<file path="src/shared/nor_host_consts.vh">
// Timing, command and pin constants for the parallel NOR flash host
`ifndef NOR_HOST_CONSTS_VH
`define NOR_HOST_CONSTS_VH
`define CLK_PERIOD_PS 5000
`define ADDR_ACCESS_NS 90
`define SELECT_ACCESS_NS 90
`define PAGE_ACCESS_NS 25
`define WRITE_PULSE_NS 35
`define WRITE_HIGH_NS 20
`define RESET_PULSE_NS 500
`define RESET_RECOVER_NS 50
`define SLEEP_EXTRA_NS 30
`define PAGE_LSB 3
`define OP_READ 2'h0
`define OP_WRITE 2'h1
`define OP_RESET 2'h2
`define CNT_W 8
`endif

</file>
<file path="src/nor_flash_host.v">
// Host controller driving an asynchronous parallel NOR flash bus
`timescale 1ns/1ps
`include "nor_host_consts.vh"
// Contract
// - Read: select and gate low, strobe high
// - Write: strobe and select low, gate high
// - Accelerate only during two-cycle programming (code: flash_accel_req on any write with req_accel, held to next read, reset or write without req_accel)
// - Host restarts operations interrupted by reset (code only pulses reset_aborted with rsp_valid after each reset request)
module nor_flash_host #(
  parameter AW = 22,
  parameter RESET_PULSE_NS = `RESET_PULSE_NS
) (
  input wire mclk,
  input wire arst_n,
  input wire req_valid,
  input wire [1:0] req_op,
  input wire [AW-1:0] req_addr,
  input wire [15:0] req_wdata,
  input wire req_accel,
  input wire byte_mode,
  output reg req_ready,
  output reg rsp_valid,
  output reg [15:0] rsp_rdata,
  output reg reset_aborted,
  output reg flash_ce_n,
  output reg flash_oe_n,
  output reg flash_we_n,
  output reg flash_reset_n,
  output reg flash_byte_n,
  output reg flash_accel_req,
  output reg [AW-1:0] flash_addr,
  input wire [15:0] flash_dq_in,
  output reg [15:0] flash_dq_out,
  output reg flash_dq_oe_n
);
  function [`CNT_W-1:0] ns2cyc;
    input integer ns;
    integer c;
    begin
      c = (ns * 1000 + `CLK_PERIOD_PS - 1) / `CLK_PERIOD_PS;
      if (c < 1)
        c = 1;
      ns2cyc = c[`CNT_W-1:0];
    end
  endfunction
  localparam [`CNT_W-1:0] ACC_CYC = ns2cyc(`ADDR_ACCESS_NS);
  localparam [`CNT_W-1:0] CE_CYC = ns2cyc(`SELECT_ACCESS_NS);
  localparam [`CNT_W-1:0] PACC_CYC = ns2cyc(`PAGE_ACCESS_NS);
  localparam [`CNT_W-1:0] WP_CYC = ns2cyc(`WRITE_PULSE_NS);
  localparam [`CNT_W-1:0] WH_CYC = ns2cyc(`WRITE_HIGH_NS);
  localparam [`CNT_W-1:0] RP_CYC = ns2cyc(RESET_PULSE_NS);
  localparam [`CNT_W-1:0] RH_CYC = ns2cyc(`RESET_RECOVER_NS);
  localparam [2:0] S_IDLE = 3'h0;
  localparam [2:0] S_RD = 3'h1;
  localparam [2:0] S_WLOW = 3'h2;
  localparam [2:0] S_WHIGH = 3'h3;
  localparam [2:0] S_RST = 3'h4;
  localparam [2:0] S_RREC = 3'h5;
  localparam [2:0] S_LOAD = 3'h6;
  reg [2:0] state_r;
  reg [2:0] next_r;
  reg [`CNT_W-1:0] load_cnt_r;
  reg page_ok_r;
  reg [AW-1:0] page_addr_r;
  reg [15:0] dq_s1_r;
  reg [15:0] dq_s2_r;
  reg reset_pending_r;
  wire tdone;
  wire tload = (state_r == S_LOAD);
  wire same_page =
    page_ok_r && (req_addr[AW-1:`PAGE_LSB] == page_addr_r[AW-1:`PAGE_LSB]);
  nor_cycle_timer #(.W(`CNT_W)) u_timer (
    .mclk(mclk),
    .arst_n(arst_n),
    .load(tload),
    .count(load_cnt_r),
    .done(tdone)
  );
  // Data pins come from another timing domain: two flops before use
  always @(posedge mclk or negedge arst_n) begin
    if (!arst_n) begin
      dq_s1_r <= 16'h0000;
      dq_s2_r <= 16'h0000;
    end else begin
      dq_s1_r <= flash_dq_in;
      dq_s2_r <= dq_s1_r;
    end
  end
  always @(posedge mclk or negedge arst_n) begin
    if (!arst_n) begin
      state_r <= S_IDLE;
      next_r <= S_IDLE;
      load_cnt_r <= 8'h01;
      page_ok_r <= 1'b0;
      page_addr_r <= {AW{1'b0}};
      reset_pending_r <= 1'b0;
      req_ready <= 1'b0;
      rsp_valid <= 1'b0;
      rsp_rdata <= 16'h0000;
      reset_aborted <= 1'b0;
      flash_ce_n <= 1'b1;
      flash_oe_n <= 1'b1;
      flash_we_n <= 1'b1;
      flash_reset_n <= 1'b1;
      flash_byte_n <= 1'b1;
      flash_accel_req <= 1'b0;
      flash_addr <= {AW{1'b0}};
      flash_dq_out <= 16'h0000;
      flash_dq_oe_n <= 1'b1;
    end else begin
      rsp_valid <= 1'b0;
      reset_aborted <= 1'b0;
      req_ready <= 1'b0;
      case (state_r)
        S_IDLE: begin
          flash_we_n <= 1'b1;
          flash_oe_n <= 1'b1;
          flash_dq_oe_n <= 1'b1;
          flash_byte_n <= byte_mode;
          if (req_valid && !req_ready) begin
            req_ready <= 1'b1;
            flash_addr <= req_addr;
            state_r <= S_LOAD;
            if (req_op == `OP_RESET) begin
              flash_reset_n <= 1'b0;
              flash_ce_n <= 1'b1;
              flash_accel_req <= 1'b0;
              page_ok_r <= 1'b0;
              load_cnt_r <= RP_CYC;
              next_r <= S_RST;
            end else if (req_op == `OP_WRITE) begin
              flash_ce_n <= 1'b0;
              flash_we_n <= 1'b0;
              flash_dq_out <= req_wdata;
              flash_dq_oe_n <= 1'b0;
              flash_accel_req <= req_accel;
              page_ok_r <= 1'b0;
              load_cnt_r <= WP_CYC;
              next_r <= S_WLOW;
            end else begin
              flash_ce_n <= 1'b0;
              flash_oe_n <= 1'b0;
              flash_accel_req <= 1'b0;
              // Page hit only while select stayed low
              if (same_page && !flash_ce_n)
                load_cnt_r <= PACC_CYC;
              else
                load_cnt_r <= (CE_CYC > ACC_CYC) ? CE_CYC : ACC_CYC;
              page_addr_r <= req_addr;
              page_ok_r <= 1'b1;
              next_r <= S_RD;
            end
          end
        end
        S_LOAD: begin
          state_r <= next_r;
        end
        S_RD: begin
          if (tdone) begin
            // Gate stays low until this edge, so the two-flop-late sample is still valid
            rsp_rdata <= byte_mode ? dq_s2_r : {8'h00, dq_s2_r[7:0]};
            rsp_valid <= 1'b1;
            flash_oe_n <= 1'b1;
            state_r <= S_IDLE;
          end
        end
        S_WLOW: begin
          if (tdone) begin
            flash_we_n <= 1'b1;
            flash_ce_n <= 1'b1;
            load_cnt_r <= WH_CYC;
            next_r <= S_WHIGH;
            state_r <= S_LOAD;
          end
        end
        S_WHIGH: begin
          if (tdone) begin
            flash_dq_oe_n <= 1'b1;
            rsp_valid <= 1'b1;
            state_r <= S_IDLE;
          end
        end
        S_RST: begin
          if (tdone) begin
            flash_reset_n <= 1'b1;
            load_cnt_r <= RH_CYC;
            next_r <= S_RREC;
            state_r <= S_LOAD;
          end
        end
        S_RREC: begin
          if (tdone) begin
            reset_aborted <= 1'b1;
            rsp_valid <= 1'b1;
            state_r <= S_IDLE;
          end
        end
        default: begin
          state_r <= S_IDLE;
        end
      endcase
    end
  end
endmodule // nor_flash_host

</file>
<file path="src/nor_cycle_timer.v">
// Down-counter that measures one strobe phase in clock cycles
`timescale 1ns/1ps
module nor_cycle_timer #(
  parameter W = 8
) (
  input wire mclk,
  input wire arst_n,
  input wire load,
  input wire [W-1:0] count,
  output reg done
);
  reg [W-1:0] cnt_r;
  always @(posedge mclk or negedge arst_n) begin
    if (!arst_n) begin
      cnt_r <= {W{1'b0}};
      done <= 1'b0;
    end else if (load) begin
      cnt_r <= count;
      done <= 1'b0;
    end else if (cnt_r != {W{1'b0}}) begin
      cnt_r <= cnt_r - {{(W-1){1'b0}}, 1'b1};
      done <= (cnt_r == {{(W-1){1'b0}}, 1'b1});
    end else begin
      done <= 1'b0;
    end
  end
endmodule // nor_cycle_timer

</file>
<file path="config.mk">
export PLATFORM = sky130hd
export DESIGN_NAME = nor_flash_host
export DESIGN_NICKNAME = d
export VERILOG_FILES = /design/src/nor_flash_host.v /design/src/nor_cycle_timer.v
export VERILOG_INCLUDE_DIRS = /design/src /design/src/shared
export SDC_FILE = /design/constraint.sdc
export NUM_CORES = 1
export LEC_CHECK = 0
export BUFFER_PORTS_ARGS = -buffer_cell sky130_fd_sc_hd__clkbuf_2
export CORE_ASPECT_RATIO = 1.5
export CORE_MARGIN = 2
export CORE_UTILIZATION = 58
export DETAILED_ROUTE_END_ITERATION = 8
export PLACE_DENSITY_LB_ADDON = 0.05
export SYNTH_ARGS = -nofsm -noshare
export SYNTH_HDL_FRONTEND = slang
export SYNTH_HIERARCHICAL = 1
export SYNTH_SLANG_ARGS = --single-unit
</file>
<file path="constraint.sdc">
create_clock -name mclk -period 5 [get_ports mclk]
set_input_delay 0.25 -clock mclk [delete_from_list [all_inputs] [get_ports mclk]]
set_output_delay 0.25 -clock mclk [all_outputs]
set_load 0.05 [all_outputs]
</file>
==> results by group <==
Global routing
  – Vias in the first global route: 3994
  – First-pass GRT wire length: 18530 um
  – GR Util All Layers: 23.47%
  – Initial antenna violation count: 0
  – Largest net degree at the start of global routing: 93
  – Global route overflow: 0

Timing
  – Final setup viols: 0
  – Tcrit/Tclk final: 56.25%
  – Final min period: 2.812 ns
  – Achievable Freq: 355.6 MHz
  – Final Hold Viols: 0
  – Unrepaired setup endpoints after global routing: false
  – Worst Skew: 0.005855 ns
  – Slew margin rel.: 38.05%
  – Worst-margin pin slew: 0.9266 ns
  – Setup TNS Final: 0 ns
  – Pins Over Slew Limit: 0

Synth
  – Synthesized area: 5459 sq um
  – Area contributors post-synth: dfrtp_1, mux2_2, nand2_1
  – Synth cell types: 61
  – Syn Nets: 512
  – Post-Synth Adder-Cell Area: 1.146%
  – Compound-Gate Fraction of Synth Area: 7.632%
  – Async set-reset flop share out of synthesis: 100.0%
  – Sequential fraction of the synthesis area: 62.96%
  – Yosys reg bits: 137
  – Main combinational cell family by area after synthesis: simple AND/OR/NAND/NOR gates
  – Post-Syn Area per Cell: 12.24 sq um
  – Post-synthesis mux area share: 9.764%
  – Synth Area in XOR/XNOR: 3.209%
  – Most frequent cell after synthesis: dfrtp_1
  – Syn Inst Count: 446
  – EDFF count, synth: 0
  – Main synth FF type: dfrtp_1
  – Synth top area share: 59.59%
  – Post-synth top area cell: dfrtp_1
  – Simple-gate share of the synthesized area: 12.38%
  – Top cells by count, synth: dfrtp_1, nand2_1, mux2_2, o21ai_0, xnor2_1
  – Synth Warn #: 6

Clock tree
  – CTS Buf Count: 17
  – Postcts setup bufs: 0
  – CTS H-Tree Depth: 4
  – Reg clk slew, reported paths: 0.06 ns
  – Clock root cell: clkbuf_16
  – CTS tree: built
  – Sink Count: 137
  – Worst-Skew Late Latency: 0.41 ns
  – CTS Buffer Depth: 2

Detailed routing
  – DR DRC count: 0
  – Via density: 5.242
  – Initial DRC Count: 290
  – Total routed wirelength: 11280 um
  – ANT nets after route: 0
  – First-pass DRT Iterations: 4
  – Drt wl/cell: 15.79 um
  – Routed vias: 3743

Layout
  – Layout cell share with drive strength beyond 1: 36.21%
  – # diodes: 0
  – Number of fill cells in the layout: 596
  – Area grow syn2layout: 28.15%
  – # nets final: 655

Power and ir drop
  – Max rail drop VDD: 0.4301 mV
  – Final total power: 4.291 mW
  – Power density over the cells: 613.4 nW/um^2
  – Lkg Pwr: 3.631 nW

Floorplanning
  – # rows: 43
  – Horiz. Die Dim: 83.21 um
  – Chip Height: 122.8 um
  – Initial Util: 59.34%
  – # IOs: 125
  – Die area: 10220 sq um
  – CORE AREA: 9200 sq um

Critical path
  – Worst endpoint data arrival time: 3.10 ns
  – Crit. End Element: register
  – Data required, critical path: 5.29 ns
  – Crit path kind: register to register
  – Critical path fanouts, max: 28
  – Worst setup SP type: register

Min path
  – Hold Crit Class: primary input to register

Place
  – Post-DP HPWL: 7451 um
  – GPL Wtd Cong: 0.7931
  – Port Buffer Count: 124

Flow run
  – Max cap viols: 0

Status
  – Status: complete, no violations
cells by family after synthesis:
family | Yosys count
and+or+nand+nor | 145
DFF | 137
AOI/OAI and AO/OA | 61
muxes | 44
buffers and inverters | 33
xor gates and xnor gates | 20
adders and majority gates | 5
other | 1
placed cells by master (no fill, tap or decap), types with 3 or more instances in the layout:
| cell | instances |
|---|---|
| clkbuf_2 | 123 |
| xor2_1 | 3 |
| nand4_1 | 4 |
| nor2_1 | 10 |
| clkbuf_8 | 3 |
| dfrtp_1 | 130 |
| a21o_1 | 3 |
| bufinv_16 | 6 |
| clkbuf_16 | 17 |
| ha_1 | 5 |
| mux2_4 | 10 |
| dfstp_2 | 7 |
| o21ai_0 | 18 |
| dlygate4sd3_1 | 17 |
| a21oi_1 | 11 |
| nor3_1 | 7 |
| nor2b_1 | 3 |
| xnor2_1 | 17 |
| inv_1 | 13 |
| clkinv_2 | 3 |
| mux2_2 | 34 |
| o31ai_1 | 3 |
| nand2_1 | 98 |
report_power, final:
group / internal [mW] / switching (mW)
Sequential: 1.41 / 0.209
Clock: 0.976 / 0.454
Combinational: 0.409 / 0.837
Total: 2.79 / 1.50
what timing repair did:
item	4_1_cts	5_1_grt
hold buffers	17	0
endpoints found under the hold margin	102	0
setup endpoints to repair	0	0
gates resized for setup	0	0
worst max-delay path, cell delays in order, from the launching register on:
cell      delay (ns)
dfrtp_1         0.66
nor3_4          0.12
nand2_4         0.31
clkinv_2        0.41
nand2_1         0.76
mux2_2          0.42
per-stage QoR:
step	hold WS (ns)	setup slack [ns]	utilization, %	cells	instance area [sq um]
3_5_place_dp	0.3355	2.198	66.73	665	6140
6_report	0.03836	2.188	76.04	714	6995
2_1_floorplan	-0.04559	3.081	-	446	5459
3_3_place_gp	0.3324	2.299	66.73	665	6140
4_1_cts	0.03397	2.176	76.04	714	6995
5_1_grt	0.05196	1.979	76.04	714	6995
sequential cells by signal, summed over array words and instances, names as in the netlist:
name and cells:
u_timer/done 1, next_r 3, state_r 3, dq_s1_r 16, flash_accel_req 1, page_addr_r 19
reset_aborted 1, flash_dq_out 16, flash_ce_n 1, req_ready 1, rsp_valid 1, rsp_rdata 16
flash_byte_n 1, u_timer/cnt_r 8, page_ok_r 1, dq_s2_r 16, flash_oe_n 1, flash_dq_oe_n 1
flash_reset_n 1, load_cnt_r 6, flash_addr 22, flash_we_n 1
path summary, 6_finish.rpt:
path | from | to | slack (ns) | cells after the start
setup / recovery | state_r[2] | page_addr_r[19] | 2.19 | 5
hold / removal | req_addr[2] | flash_addr[2] | 0.04 | 3
setup reg to reg | state_r[2] | page_addr_r[19] | 2.19 | 5
hold reg to reg | dq_s1_r[4] | dq_s2_r[4] | 0.35 | 0
max in group asynchronous | arst_n | flash_dq_out[2] | 3.43 | 3
min in group asynchronous | arst_n | rsp_rdata[12] | 0.49 | 2
area by class of cell:
type | count | area [sq um] | area share [%]
multi-input cells | 276 | 1867 | 26.69
clock buffers | 21 | 470.5 | 6.725
clock inverters | 11 | 215.2 | 3.076
well taps | 112 | 140.1 | 2.003
flip-flops and latches | 137 | 3437 | 49.13
repair buffers | 143 | 812.0 | 11.61
inverters | 14 | 53.80 | 0.7691
routing by layer:
layer | routed length [um] | GRT usage, %
met1 | 4329 | 26.42
met2 | 6311 | 43.09
met4 | 200 | 9.426
met5 | 0 | 0
met3 | 433 | 5.313
Power figures use the tool's default switching activity.
